`config.mk`:
```
export PLATFORM = sky130hd
export DESIGN_NAME = pfc_host
export DESIGN_NICKNAME = d
export VERILOG_FILES = /design/src/hdl/pfc_pkg.sv /design/src/hdl/pfc_host.sv
export SDC_FILE = /design/constraint.sdc
export NUM_CORES = 1
export LEC_CHECK = 0
export BUFFER_PORTS_ARGS = -buffer_cell sky130_fd_sc_hd__buf_2
export CAP_MARGIN = 5
export CORE_MARGIN = 10
export CORE_UTILIZATION = 61
export DETAILED_ROUTE_END_ITERATION = 7
export GPL_TIMING_DRIVEN = 0
export PLACE_DENSITY = 0.86
export SLEW_MARGIN = 30
export SYNTH_ARGS = -nofsm -noshare
export SYNTH_HDL_FRONTEND = slang
export SYNTH_SLANG_ARGS = --single-unit
```
`constraint.sdc`:
```
create_clock -name clk_sys -period 4.6 [get_ports clk_sys]
set_clock_uncertainty 0.15 [all_clocks]
set_input_delay 0.23 -clock clk_sys [delete_from_list [all_inputs] [get_ports clk_sys]]
set_output_delay 0.23 -clock clk_sys [all_outputs]
set_load 0.02 [all_outputs]
```
`src/hdl/pfc_pkg.sv`:
```
// Package for the parallel flash host-side bus controller
package pfc_pkg;
   // Widths
   localparam int ADDR_W = 18;
   localparam int DATA_W = 16;
   // Unlock addresses and command data, word mode
   localparam logic [10:0] UNLOCK_A1 = 11'h555;
   localparam logic [10:0] UNLOCK_A2 = 11'h2AA;
   localparam logic [15:0] CMD_UNLOCK1 = 16'h00AA;
   localparam logic [15:0] CMD_UNLOCK2 = 16'h0055;
   localparam logic [15:0] CMD_IDENT = 16'h0090;
   localparam logic [15:0] CMD_PROGRAM = 16'h00A0;
   localparam logic [15:0] CMD_ERASE_SETUP = 16'h0080;
   localparam logic [15:0] CMD_CHIP_ERASE = 16'h0010;
   localparam logic [15:0] CMD_SECTOR_ERASE = 16'h0030;
   localparam logic [15:0] CMD_READ_RESET = 16'h00F0;
   // Identification read addresses (A1=0,A0=0 / A1=0,A0=1)
   localparam logic [17:0] ID_MFR_ADDR = 18'h00000;
   localparam logic [17:0] ID_DEV_ADDR = 18'h00001;
   // Bus timing in ns and cycles at 200 MHz
   localparam int CLK_PERIOD_NS = 5;
   localparam int ACCESS_NS = 90;
   localparam int WR_PULSE_NS = 35;
   localparam int WR_HIGH_NS = 30;
   localparam int RESET_PULSE_MIN_NS = 500;
   localparam int RESET_TO_READ_DELAY_NS = 50;
   localparam int ACCESS_CYC = (ACCESS_NS + CLK_PERIOD_NS - 1) / CLK_PERIOD_NS;
   localparam int WR_PULSE_CYC =
      (WR_PULSE_NS + CLK_PERIOD_NS - 1) / CLK_PERIOD_NS;
   localparam int WR_HIGH_CYC = (WR_HIGH_NS + CLK_PERIOD_NS - 1) / CLK_PERIOD_NS;
   localparam int RESET_PULSE_CYC =
      (RESET_PULSE_MIN_NS + CLK_PERIOD_NS - 1) / CLK_PERIOD_NS;
   localparam int RESET_TO_READ_CYC =
      (RESET_TO_READ_DELAY_NS + CLK_PERIOD_NS - 1) / CLK_PERIOD_NS;
   localparam int CNT_W = 8;
   // Host operations
   typedef enum logic [2:0] {
      PFC_OP_READ, PFC_OP_ID_READ, PFC_OP_PROGRAM, PFC_OP_CHIP_ERASE,
      PFC_OP_SECTOR_ERASE, PFC_OP_READ_RESET, PFC_OP_HW_RESET, PFC_OP_FAST_PROG
   } pfc_op_e;
   // Flash pin bundle driven by the host
   typedef struct packed {
      logic ce_n;
      logic oe_n;
      logic we_n;
      logic reset_n;
      logic [ADDR_W-1:0] addr;
      logic [DATA_W-1:0] dq_out;
      logic dq_oe;
   } pfc_pins_s;
   // Controller state
   typedef enum {
      ST_RESET, ST_RST_WAIT, ST_IDLE, ST_RD, ST_WR_LOW, ST_WR_HIGH,
      ST_RST_PULSE, ST_RST_BUSY, ST_RST_REC
   } pfc_state_e;
endpackage
```
`src/hdl/pfc_host.sv`:
```
// Host controller driving an asynchronous parallel flash over its pins
`timescale 1ns/1ps
`default_nettype none
module pfc_host #(
   parameter int ADDR_W = pfc_pkg::ADDR_W,
   parameter int DATA_W = pfc_pkg::DATA_W
) (
   input wire logic clk_sys, // System clock, 200 MHz
   input wire logic sys_rst, // Synchronous reset, active high
   input wire logic req_valid, // Operation request
   input wire pfc_pkg::pfc_op_e req_op, // Operation kind
   input wire logic [ADDR_W-1:0] req_addr, // Address or sector address
   input wire logic [DATA_W-1:0] req_data, // Program data
   output logic req_ready, // Idle and accepting a request
   output logic rsp_valid, // One-cycle read answer pulse
   output logic [DATA_W-1:0] rsp_data, // Read data
   output logic busy_seen, // Flash ready/busy low, synchronised
   output logic flash_ce_n, // Chip enable, active low
   output logic flash_oe_n, // Output enable, active low
   output logic flash_we_n, // Write strobe, active low
   output logic flash_reset_n, // Hardware reset, active low
   output logic [ADDR_W-1:0] flash_addr, // Address pins
   output logic [DATA_W-1:0] flash_dq_o, // Data out
   output logic flash_dq_oe, // Data output enable, high drives
   input wire logic [DATA_W-1:0] flash_dq_i, // Data in from pins
   input wire logic ready_busy_out // Flash ready/busy, low is busy
);
   typedef struct packed {
      pfc_pkg::pfc_state_e st;
      pfc_pkg::pfc_pins_s pins;
      logic [pfc_pkg::CNT_W-1:0] cnt;
      logic [2:0] step;
      logic [2:0] nsteps;
      pfc_pkg::pfc_op_e op;
      logic [ADDR_W-1:0] addr;
      logic [DATA_W-1:0] data;
      logic bypass;
      logic ready;
      logic rsp_v;
      logic [DATA_W-1:0] rsp_d;
      logic [1:0] rb_sync;
   } pfc_state_s;

   pfc_state_s s_reg, s_next;
   logic [ADDR_W-1:0] cyc_addr;
   logic [DATA_W-1:0] cyc_data;

   // Address and data of the current command cycle
   always_comb begin
      cyc_addr = ADDR_W'(pfc_pkg::UNLOCK_A1);
      cyc_data = pfc_pkg::CMD_UNLOCK1;
      if (s_reg.bypass && s_reg.op == pfc_pkg::PFC_OP_FAST_PROG) begin
         cyc_addr = (s_reg.step == 3'd0) ? '0 : s_reg.addr;
         cyc_data = (s_reg.step == 3'd0) ? pfc_pkg::CMD_PROGRAM : s_reg.data;
      end else begin
         case (s_reg.step)
            3'd0: begin
               cyc_addr = ADDR_W'(pfc_pkg::UNLOCK_A1);
               cyc_data = (s_reg.op == pfc_pkg::PFC_OP_READ_RESET) ?
                  pfc_pkg::CMD_READ_RESET : pfc_pkg::CMD_UNLOCK1;
            end
            3'd1, 3'd4: begin
               cyc_addr = ADDR_W'(pfc_pkg::UNLOCK_A2);
               cyc_data = pfc_pkg::CMD_UNLOCK2;
            end
            3'd2: begin
               case (s_reg.op)
                  pfc_pkg::PFC_OP_ID_READ: cyc_data = pfc_pkg::CMD_IDENT;
                  pfc_pkg::PFC_OP_CHIP_ERASE,
                  pfc_pkg::PFC_OP_SECTOR_ERASE:
                     cyc_data = pfc_pkg::CMD_ERASE_SETUP;
                  default: cyc_data = pfc_pkg::CMD_PROGRAM;
               endcase
            end
            3'd3: begin
               if (s_reg.op == pfc_pkg::PFC_OP_PROGRAM ||
                   s_reg.op == pfc_pkg::PFC_OP_FAST_PROG) begin
                  cyc_addr = s_reg.addr;
                  cyc_data = s_reg.data;
               end else begin
                  cyc_data = pfc_pkg::CMD_UNLOCK1;
               end
            end
            default: begin
               if (s_reg.op == pfc_pkg::PFC_OP_SECTOR_ERASE) begin
                  cyc_addr = s_reg.addr;
                  cyc_data = pfc_pkg::CMD_SECTOR_ERASE;
               end else begin
                  cyc_data = pfc_pkg::CMD_CHIP_ERASE;
               end
            end
         endcase
      end
   end

   // Next-state logic of the whole controller
   always_comb begin
      s_next = s_reg;
      s_next.rsp_v = 1'b0;
      s_next.rb_sync = {s_reg.rb_sync[0], ready_busy_out};
      case (s_reg.st)
         pfc_pkg::ST_RESET: begin
            // Hold the flash in reset for the minimum pulse
            s_next.pins = '{ce_n: 1'b1, oe_n: 1'b1, we_n: 1'b1, reset_n: 1'b0,
               addr: '0, dq_out: '0, dq_oe: 1'b0};
            s_next.cnt = pfc_pkg::CNT_W'(pfc_pkg::RESET_PULSE_CYC);
            s_next.st = pfc_pkg::ST_RST_PULSE;
            s_next.ready = 1'b0;
         end
         pfc_pkg::ST_RST_PULSE: begin
            if (s_reg.cnt == '0) begin
               s_next.pins.reset_n = 1'b1;
               s_next.bypass = 1'b0;
               s_next.st = pfc_pkg::ST_RST_BUSY;
            end else begin
               s_next.cnt = s_reg.cnt - 1'b1;
            end
         end
         pfc_pkg::ST_RST_BUSY: begin
            // Wait for ready/busy to rise after an aborted algorithm
            if (s_reg.rb_sync[1]) begin
               s_next.cnt = pfc_pkg::CNT_W'(pfc_pkg::RESET_TO_READ_CYC);
               s_next.st = pfc_pkg::ST_RST_REC;
            end
         end
         pfc_pkg::ST_RST_REC: begin
            // Reset-to-read delay before the first access
            if (s_reg.cnt == '0) begin
               s_next.st = pfc_pkg::ST_IDLE;
               s_next.ready = 1'b1;
            end else begin
               s_next.cnt = s_reg.cnt - 1'b1;
            end
         end
         pfc_pkg::ST_IDLE: begin
            if (req_valid) begin
               s_next.ready = 1'b0;
               s_next.op = req_op;
               s_next.addr = req_addr;
               s_next.data = req_data;
               s_next.step = '0;
               s_next.pins.ce_n = 1'b0;
               case (req_op)
                  pfc_pkg::PFC_OP_HW_RESET: begin
                     // Interrupted job is dropped, the requester restarts it
                     s_next.pins.ce_n = 1'b1;
                     s_next.st = pfc_pkg::ST_RESET;
                  end
                  pfc_pkg::PFC_OP_READ, pfc_pkg::PFC_OP_ID_READ: begin
                     if (req_op == pfc_pkg::PFC_OP_ID_READ) begin
                        s_next.nsteps = 3'd3;
                        s_next.st = pfc_pkg::ST_WR_HIGH;
                        s_next.cnt = '0;
                     end else begin
                        s_next.pins.addr = req_addr;
                        s_next.pins.oe_n = 1'b0;
                        s_next.pins.dq_oe = 1'b0;
                        s_next.cnt = pfc_pkg::CNT_W'(pfc_pkg::ACCESS_CYC);
                        s_next.st = pfc_pkg::ST_RD;
                     end
                  end
                  default: begin
                     case (req_op)
                        pfc_pkg::PFC_OP_READ_RESET: s_next.nsteps = 3'd1;
                        pfc_pkg::PFC_OP_PROGRAM: s_next.nsteps = 3'd4;
                        pfc_pkg::PFC_OP_FAST_PROG:
                           s_next.nsteps = s_reg.bypass ? 3'd2 : 3'd4;
                        default: s_next.nsteps = 3'd6;
                     endcase
                     s_next.cnt = '0;
                     s_next.st = pfc_pkg::ST_WR_HIGH;
                  end
               endcase
            end
         end
         pfc_pkg::ST_WR_HIGH: begin
            // Strobe high time, then start the next write
            if (s_reg.cnt != '0) begin
               s_next.cnt = s_reg.cnt - 1'b1;
            end else if (s_reg.step == s_reg.nsteps) begin
               if (s_reg.op == pfc_pkg::PFC_OP_FAST_PROG) begin
                  s_next.bypass = 1'b1;
               end
               if (s_reg.op == pfc_pkg::PFC_OP_READ_RESET) begin
                  s_next.bypass = 1'b0;
               end
               if (s_reg.op == pfc_pkg::PFC_OP_ID_READ) begin
                  // Identification read of ID address
                  s_next.pins.addr = s_reg.addr[0] ?
                     pfc_pkg::ID_DEV_ADDR : pfc_pkg::ID_MFR_ADDR;
                  s_next.pins.oe_n = 1'b0;
                  s_next.pins.dq_oe = 1'b0; // Release in the same cycle as output enable
                  s_next.cnt = pfc_pkg::CNT_W'(pfc_pkg::ACCESS_CYC);
                  s_next.st = pfc_pkg::ST_RD;
               end else begin
                  s_next.pins.ce_n = 1'b1;
                  s_next.st = pfc_pkg::ST_IDLE;
                  s_next.ready = 1'b1;
               end
            end else begin
               s_next.pins.oe_n = 1'b1;
               s_next.pins.we_n = 1'b0;
               s_next.pins.addr = cyc_addr;
               s_next.pins.dq_out = cyc_data;
               s_next.pins.dq_oe = 1'b1;
               s_next.cnt = pfc_pkg::CNT_W'(pfc_pkg::WR_PULSE_CYC);
               s_next.st = pfc_pkg::ST_WR_LOW;
            end
         end
         pfc_pkg::ST_WR_LOW: begin
            if (s_reg.cnt == '0) begin
               s_next.pins.we_n = 1'b1;
               s_next.step = s_reg.step + 3'd1;
               s_next.cnt = pfc_pkg::CNT_W'(pfc_pkg::WR_HIGH_CYC);
               s_next.st = pfc_pkg::ST_WR_HIGH;
            end else begin
               s_next.cnt = s_reg.cnt - 1'b1;
            end
         end
         pfc_pkg::ST_RD: begin
            // Data bus released during reads
            s_next.pins.dq_oe = 1'b0;
            if (s_reg.cnt == '0) begin
               s_next.rsp_v = 1'b1;
               s_next.rsp_d = (s_reg.op == pfc_pkg::PFC_OP_ID_READ) ?
                  {{(DATA_W-8){1'b0}}, flash_dq_i[7:0]} : flash_dq_i;
               s_next.pins.oe_n = 1'b1;
               s_next.pins.ce_n = 1'b1;
               s_next.st = pfc_pkg::ST_IDLE;
               s_next.ready = 1'b1;
               if (s_reg.op == pfc_pkg::PFC_OP_ID_READ) begin
                  // Leave identification mode
                  s_next.op = pfc_pkg::PFC_OP_READ_RESET;
                  s_next.step = '0;
                  s_next.nsteps = 3'd1;
                  s_next.pins.ce_n = 1'b0;
                  s_next.cnt = '0;
                  s_next.ready = 1'b0;
                  s_next.st = pfc_pkg::ST_WR_HIGH;
               end
            end else begin
               s_next.cnt = s_reg.cnt - 1'b1;
            end
         end
         default: s_next.st = pfc_pkg::ST_RESET;
      endcase
   end

   // State register
   always_ff @(posedge clk_sys) begin
      if (sys_rst) begin
         s_reg <= '{st: pfc_pkg::ST_RESET,
            pins: '{ce_n: 1'b1, oe_n: 1'b1, we_n: 1'b1, reset_n: 1'b0,
               addr: '0, dq_out: '0, dq_oe: 1'b0},
            cnt: '0, step: '0, nsteps: '0, op: pfc_pkg::PFC_OP_READ,
            addr: '0, data: '0, bypass: 1'b0, ready: 1'b0, rsp_v: 1'b0,
            rsp_d: '0, rb_sync: 2'b11};
      end else begin
         s_reg <= s_next;
      end
   end

   // Outputs straight from the state register
   assign req_ready = s_reg.ready;
   assign rsp_valid = s_reg.rsp_v;
   assign rsp_data = s_reg.rsp_d;
   assign busy_seen = ~s_reg.rb_sync[1];
   assign flash_ce_n = s_reg.pins.ce_n;
   assign flash_oe_n = s_reg.pins.oe_n;
   assign flash_we_n = s_reg.pins.we_n;
   assign flash_reset_n = s_reg.pins.reset_n;
   assign flash_addr = s_reg.pins.addr;
   assign flash_dq_o = s_reg.pins.dq_out;
   assign flash_dq_oe = s_reg.pins.dq_oe;
endmodule
`default_nettype wire

```
# After elaboration in Yosys (flattened, before gate mapping)

Index checks and enable logic that the tools add are counted.

Add/sub/neg operators: 2
Multiply operators: 0
Divide/modulo/power cells: 0
Order comparisons: 0
Eq/ne operators: 43
Shift operators: 0
Muxes and demuxes: 79
Bitwise gates (word level): 2
Reduce and logical (&&, ||, !) cells: 41

Operator list:

| operator                                                               | number |
|---|---|
| 32-bit case mux with 8 select lines                                    | 1 |
| 18-bit 2-to-1 mux                                                      | 10 |
| 32-bit 2-to-1 mux                                                      | 5 |
| 32-bit by 3-bit equality test with 1-bit output, second input constant | 4 |
| 18-bit case mux with 3 select lines                                    | 2 |
| 16-bit 2-to-1 mux                                                      | 5 |
| 35-bit 2-to-1 mux                                                      | 2 |
| 34-bit 2-to-1 mux                                                      | 2 |
| 32-bit by 2-bit equality test with 1-bit output, second input constant | 2 |
| 16-bit case mux with 4 select lines                                    | 1 |
| 8-bit case mux with 7 select lines                                     | 1 |
| 52-bit 2-to-1 mux                                                      | 1 |
| 8-bit 2-to-1 mux                                                       | 5 |
| 32-bit by 4-bit equality test with 1-bit output, second input constant | 1 |
| 32-bit zero test                                                       | 1 |
| 16-bit case mux with 2 select lines                                    | 1 |
| 2-bit inequality test, second input constant                           | 14 |
| 7-bit AND reduction                                                    | 4 |
| 9-bit 2-to-1 mux                                                       | 3 |
| 6-bit case mux with 2 select lines                                     | 2 |
| 6-bit AND reduction                                                    | 4 |
| 3-bit equality test, second input constant                             | 7 |
| 3-bit case mux with 3 select lines                                     | 2 |
| 17-bit 2-to-1 mux                                                      | 1 |
| 37 further kinds                                                       | 86 |

Register bits after elaboration: 143
Bits in latches: 0
Bits in writable memories: 0
Bits in read-only memories: 0
Bits of input ports: 57
Output and inout port bits: 58
Logic and storage cells: 186
Memories kept: 0

# Logic depth before layout (Yosys ltp)

Gate-level depths: netlist of the first run.

Word-level depth: 8
Gate-level depth with buffers: 11
Gate-level depth less buffers: 7

# Worst setup path before layout of the first run

Ideal clock, no wire load.

Path kind: flip-flop to flip-flop
Start point: reg s_reg[63] (netlist name)
End point: reg s_reg, in the netlist flash_addr[5]
Setup time: 0.117 ns
Arrival: 2.532 ns
Required time: 4.333 ns
Slack: 1.801 ns
Stages on the path, launching flop included: 12
Path buffers: 4
Cells stage by stage: dfxtp_1 -> clkbuf_1 -> clkbuf_1 -> inv_1 -> ha_1 -> clkbuf_1 -> nor3b_1 -> o21ai_0 -> a211oi_2 -> buf_2 -> a221o_1 -> a22o_1

Longest elaborated chain between the ends: 7
Elaborated cells on any way between the ends: 16
Classes of those cells: eq/ne: 6; mux: 6; reduce/logical: 4

RTL lines:

| element                                                                | RTL line        | text |
|---|---|---|
| from (decl)                                                            | pfc_host.sv:44  | `pfc_state_s s_reg, s_next;` |
| from (signal assigned)                                                 | pfc_host.sv:252 | `s_reg <= '{st: pfc_pkg::ST_RESET,` |
| from (signal assigned)                                                 | pfc_host.sv:259 | `s_reg <= s_next;` |
| 3-bit by 2-bit equality test with 1-bit output (tied with other cells) | pfc_host.sv:56  | `case (s_reg.step)` |
| 2-bit OR reduction (no line)                                           | -               |  |
| 18-bit case mux with 3 select lines                                    | pfc_host.sv:56  |  |
| 18-bit 2-to-1 mux                                                      | pfc_host.sv:52  | `if (s_reg.bypass && s_reg.op == pfc_pkg::PFC_OP_FAST_PROG) begin` |
| 18-bit 2-to-1 mux                                                      | pfc_host.sv:180 | `end else if (s_reg.step == s_reg.nsteps) begin` |
| 35-bit 2-to-1 mux                                                      | pfc_host.sv:178 | `if (s_reg.cnt != '0) begin` |
| 18-bit case mux with 3 select lines                                    | pfc_host.sv:101 | `case (s_reg.st)` |

Parallel ways exist; a longest one is shown, timed or not. The select of a mux whose other input is x is not followed.
A chain may end at the register's enable or synchronous reset.

# Worst setup path after layout of the first run

Start point: reg s_reg[63] (netlist name)
End point: reg s_reg, in the netlist flash_addr[7]

The elaborated chain is that of the path after synthesis.

==> run metrics, run 1 <==
post-DP HPWL 14.3 mm; FFs w/ async S/R, synth 0%; Worst Path Arrival 3.73 ns; routed via count 7,010; Longest Clk Path Bufs 2; CTS Sinks 115; Synth Flop Type dfxtp_1; die area 14,900 µm²; number of CTS-inserted buffers 17; Gates resized, CTS repair 0; Worst EP required 4.87 ns; Die X 122 µm; vias per cell 6.23; Mean Syn Cell Area 8.02 µm²; vias in the first global route 6,775; peak per-stage delay on the critical path 0.42 ns; Final Setup Violations 0; Reg2Reg Launch Point s_reg[63]$_SDFFE_PP0P_; Tcrit/Tclk final 75.3%; Skew-Pair Late Insertion Delay 0.54 ns; total power 3.99 mW; fin crit period 3.46 ns; dominant cell type by area after synthesis dfxtp_1; synth cell count leaders nand2_1, dfxtp_1, a21oi_1, buf_4, clkbuf_1; post-CTS setup buffer count 0; Min Hold Slack 0.0284 ns; max cap viols 0; most frequent cell after synthesis nand2_1; largest net degree at the start of global routing 17; Slew Limit Fails 0; Root Buffer clkbuf_8; Seq/Total Area, Yosys 36.2%; GRT Overall Usage 28.7%; Yosys warnings 0; initial drt markers 860; IO buf count 113; Hold Path Class in2reg; Site Rows 37; max FFs per register 57; Endpoint, Worst Hold s_reg[60]$_SDFFE_PP0P_; total gr overflow 0; fraction of layout cells with a size suffix above 1 24.1%; leading post-synthesis cells by cell area dfxtp_1, a21oi_1, nand2_1; Mapped Cells 792; CTS tree yes; Worst Reg-to-Reg Cells 11; flop-to-flop setup slack 1.14 ns; H-tree depth 4; worst setup margin 1.14 ns; Area Growth Syn to Fin 28.3%; total wire length 21.7 mm; Yosys cell types 82; EDFF count, synth 0; DR pass1 iterations 5; syn_nets 856; RR Endpoint flash_addr[7]$_SDFFE_PP0P_; post-synth top area share 36.2%; Die Height 122 µm; initial core utilization 62.1%; status finished clean; crit end category flip-flop; fillers 693; most frequent CP cell clkbuf_1; fmax 289 MHz; Worst Tran Pin Value 1.01 ns; Hold Startpoint req_op[1]; critical path, cell by cell clkbuf_1 > clkbuf_1 > inv_1 > ha_1 > clkbuf_1 > nor3b_1 > o21ai_0 > a211oi_2 > buf_2 > a221o_1 > a22o_1; gpl congestion 1.01; Core Region 10,200 µm²; drt drc 0; delay-heaviest family, CP buffers and inverters; top fanout value on the critical path 10; hold depth 4; first-pass GRT wire length 34.2 mm; Setup Crit Path Kind reg2reg; CP bufs+invs 5; drt wl/cell 19.3 µm; FF+latch count, synth 115; synthesized cell area 6350 µm²; Cell Pwr Density 490 nW/µm²; Pleak 3.29 nW; Final nets 1,040; CP Launch Type flip-flop; Critical-path top delay cell o21ai_0; I/O Pins 115; Hold Fails Final Rpt 0; RSZ-0062 raised after global routing false; post-route ant nets 0; Worst-path clk slew 0.05 ns; max_slew headroom 31.8%; Setup TNS Final 0 ns; worst vdd ir 0.000285 V; hold_buf cts 52; initial antenna violation count 1; Setup Slack @ Placement 1.26 ns
-- logic make-up after synthesis --
family,Yosys count,share of synthesized area (%)
buffers and inverters,120,10.5
flip-flops,115,36.2
AND/OR/NAND/NOR,284,22.5
XOR/XNOR,8,1.10
AO/OA/AOI/OAI,254,27.7
adder cells (fa/ha/maj),7,1.38
multiplexers,4,0.650
-- final cells by class --
cell class / instances / area, µm² / share of cell area, %
multi-input cells: 557 / 3390 / 41.6
clock inverters: 5 / 52.6 / 0.645
repair buffers: 165 / 1090 / 13.3
flip-flops and latches: 115 / 2300 / 28.2
clock buffers: 25 / 474 / 5.82
inverters: 12 / 45.0 / 0.553
diodes: 2 / 5.00 / 0.0614
plain buffers: 108 / 622 / 7.63
well taps: 136 / 170 / 2.09
-- how the worst max path moves through the flow --
stage / startpoint / to / slack [ns] / cells past startpoint
global placement: s_reg[63]$_SDFFE_PP0P_ / flash_addr[9]$_SDFFE_PP0P_ / 1.26 / 11
global route: s_reg[63]$_SDFFE_PP0P_ / flash_addr[7]$_SDFFE_PP0P_ / 0.85 / 11
detailed placement: s_reg[63]$_SDFFE_PP0P_ / flash_addr[9]$_SDFFE_PP0P_ / 1.26 / 11
finish: s_reg[63]$_SDFFE_PP0P_ / flash_addr[7]$_SDFFE_PP0P_ / 1.14 / 11
floorplan: s_reg[63]$_SDFFE_PP0P_ / flash_addr[5]$_SDFFE_PP0P_ / 1.80 / 11
CTS: s_reg[63]$_SDFFE_PP0P_ / flash_addr[7]$_SDFFE_PP0P_ / 1.21 / 11
-- cells in the final DEF, fill, tap and decap left out, types with 6 or more instances in the layout --
cell	n
a211oi_1	15
a21boi_0	6
a21oi_1	102
a221o_1	6
a22o_1	20
a22oi_1	9
a31oi_1	8
and2_1	6
buf_2	127
buf_4	51
clkbuf_1	44
clkbuf_16	16
dfxtp_1	115
dlygate4sd3_1	52
ha_1	7
inv_1	12
nand2_1	136
nand2b_1	8
nand3_1	31
nor2_1	30
nor2b_1	8
nor3_1	10
o21ai_0	25
o32ai_1	9
or2_2	6
-- per-stage QoR --
stage	cells	instance area, µm²	utilization, %
floorplan	792	6350	-
global placement	1041	7090	69.3
detailed placement	1041	7100	69.4
CTS	1123	8150	79.6
global route	1124	8150	79.7
finish	1125	8150	79.7
-- report_power, final --
group          switching, mW  internal (mW)  total (mW)
registers             0.0790           1.09        1.17
logic                   1.05          0.575        1.62
clock network          0.448          0.749        1.20
total                   1.57           2.42        3.99
-- layer usage --
layer	up-vias	part of all wire, %	GRT usage (%)
li1	3215	-	-
met1	3233	38	33.5
met2	473	47	46.1
met3	89	11	10.1
met4	0	3.9	13.6
met5	-	0	0
-- worst reg2reg max path, stage by stage (launching register included) --
cell and delay (ns):
dfxtp_1 0.31, clkbuf_1 0.30, clkbuf_1 0.38, inv_1 0.14
ha_1 0.26, clkbuf_1 0.23, nor3b_1 0.20, o21ai_0 0.42
a211oi_2 0.20, buf_2 0.23, a221o_1 0.32, a22o_1 0.19
No activity file was read; power rests on OpenSTA's default activity.
==> inputs of run 2 (changes only) <==
- CORE_UTILIZATION: 61 -> 56
- PLACE_DENSITY: 0.86 -> 0.8
- clock period: 4.6 -> 3.39 ns (I/O delays scaled with it)
==> run 2 against run 1 <==
Against the previous run: hold slack better by 0.029 ns; routed wire length is 0.40% lower; total power is 42% higher; global-route usage is 2.7 points lower; critical path type unchanged; critical endpoint is now flash_addr[9]$_SDFFE_PP0P_; largest power group unchanged.
==> run metrics, run 2 (synthesized netlist as in run 1, its figures left out) <==
Antenna diodes 0; Cell Pwr Density 685 nW/µm²; commonest non-fill, non-tap cell in the layout nand2_1; Pleak 3.33 nW; Design Area, Final 8270 µm²; post-route ant nets 0; Area Growth Syn to Fin 30.2%; fin crit period 3.24 ns; IO buf count 113; Setup Crit Path Kind reg2reg; fillers 829; I/O Pins 115; H-tree depth 4; top fanout value on the critical path 10; Worst Tran Pin Value 1.03 ns; Hold Fails Final Rpt 0; CTS tree yes; Tcrit/Tclk final 95.7%; DR pass1 iterations 5; fmax 308 MHz; total power 5.66 mW; initial antenna violation count 0; die area 16,000 µm²; Longest Clk Path Bufs 2; CTS Sinks 115; gpl congestion 0.958; initial drt markers 922; crit end category flip-flop; GRT Overall Usage 26.0%; number of CTS-inserted buffers 17; Site Rows 38; Die Height 127 µm; status finished clean; vias per cell 6.14; Hold Path Class in2reg; vias in the first global route 6,573; Final nets 1,041; Skew-Pair Late Insertion Delay 0.43 ns; largest net degree at the start of global routing 17; drt drc 0; worst vdd ir 0.000731 V; fraction of layout cells with a size suffix above 1 25.2%; routed via count 6,935; Core Region 11,000 µm²; area post-placement 7100 µm²; RSZ-0062 raised after global routing false; Die X 127 µm; Worst Path Arrival 3.46 ns; Root Buffer clkbuf_16; post-DP HPWL 14.6 mm; Final Setup Violations 0; most frequent cells in the layout nand2_1, buf_2, dfxtp_1, a21oi_1; Slew Limit Fails 0; first-pass GRT wire length 34.0 mm; max cap viols 0; drt wl/cell 19.2 µm; max FFs per register 57; Non-Filler Instances 1,130; initial core utilization 57.8%; Setup TNS Final 0 ns; total wire length 21.6 mm; CP Launch Type flip-flop; Worst EP required 3.61 ns; total gr overflow 0; placed cell count 1,045; Worst-path clk slew 0.06 ns; max_slew headroom 30.4%
run 2: cell types whose count changed in the layout (fill, tap and decap cells not counted), moves of 2 or more:
cell and delta:
clkinv_4 +3, bufinv_16 +2, diode_2 -2, clkinvlp_4 +3, clkbuf_1 -5, clkbuf_8 -2
run 2: worst max-delay path: stages (launching register included):
cell,delay [ns]
dfxtp_1,0.30
clkbuf_1,0.29
clkbuf_2,0.28
inv_1,0.10
ha_1,0.25
or4b_1,0.57
a21bo_2,0.27
a211oi_4,0.35
buf_2,0.31
a221o_1,0.20
a22o_1,0.12
run 2: per-stage QoR:
stage	setup slack (ns)	util, %	hold slack, ns
6_report	0.146	75.3	0.0572
2_1_floorplan	0.591	-	0.123
5_1_grt	0.0364	75.3	0.0700
3_5_place_dp	-0.0591	64.7	0.210
4_1_cts	0.0379	75.1	0.0492
3_3_place_gp	-0.0758	64.6	0.210
run 2: report_power, final:
part / internal [mW] / leakage [nW] / total, mW / switching (mW)
clock: 1.19 / 0.288 / 1.86 / 0.670
sequential: 1.48 / 0.931 / 1.59 / 0.108
combinational: 0.777 / 2.11 / 2.21 / 1.43
run 2: repair_timing:
action	in CTS	in global routing
pin swaps	0	1
endpoints found under the setup margin	4	16
buffers inserted	0	1
resized for setup	3	4
hold endpoints to repair	66	0
hold buffers	52	0
run 2: layer usage:
layer  global-route usage (%)  part of all wire, %
met1                     31.3                   40
met2                     41.7                   47
met3                     8.04                  9.5
met4                     11.5                  3.8
met5                        0                    0
run 2: area by class of cell:
cell class                 count  area [µm²]  share of cell area [%]
buffer                       108         623                    7.54
clock buffer                  20         457                    5.52
clock inverter                12         156                    1.89
inverter                      12        45.0                   0.545
multi-input combinational    557        3420                    41.3
sequential                   115        2300                    27.8
tap                          140         175                    2.12
timing repair buffer         166        1090                    13.2
run 2: worst paths after layout:
check,cells after the start,start,slack [ns],endpoint
min,4,req_op[0],0.06,s_reg[55]$_SDFFE_PP0P_
max reg2reg,10,s_reg[63]$_SDFFE_PP0P_,0.15,flash_addr[9]$_SDFFE_PP0P_
max,10,s_reg[63]$_SDFFE_PP0P_,0.15,flash_addr[9]$_SDFFE_PP0P_
min reg2reg,1,s_next[1]$_SDFF_PP1_,0.26,s_reg[1]$_SDFF_PP1_
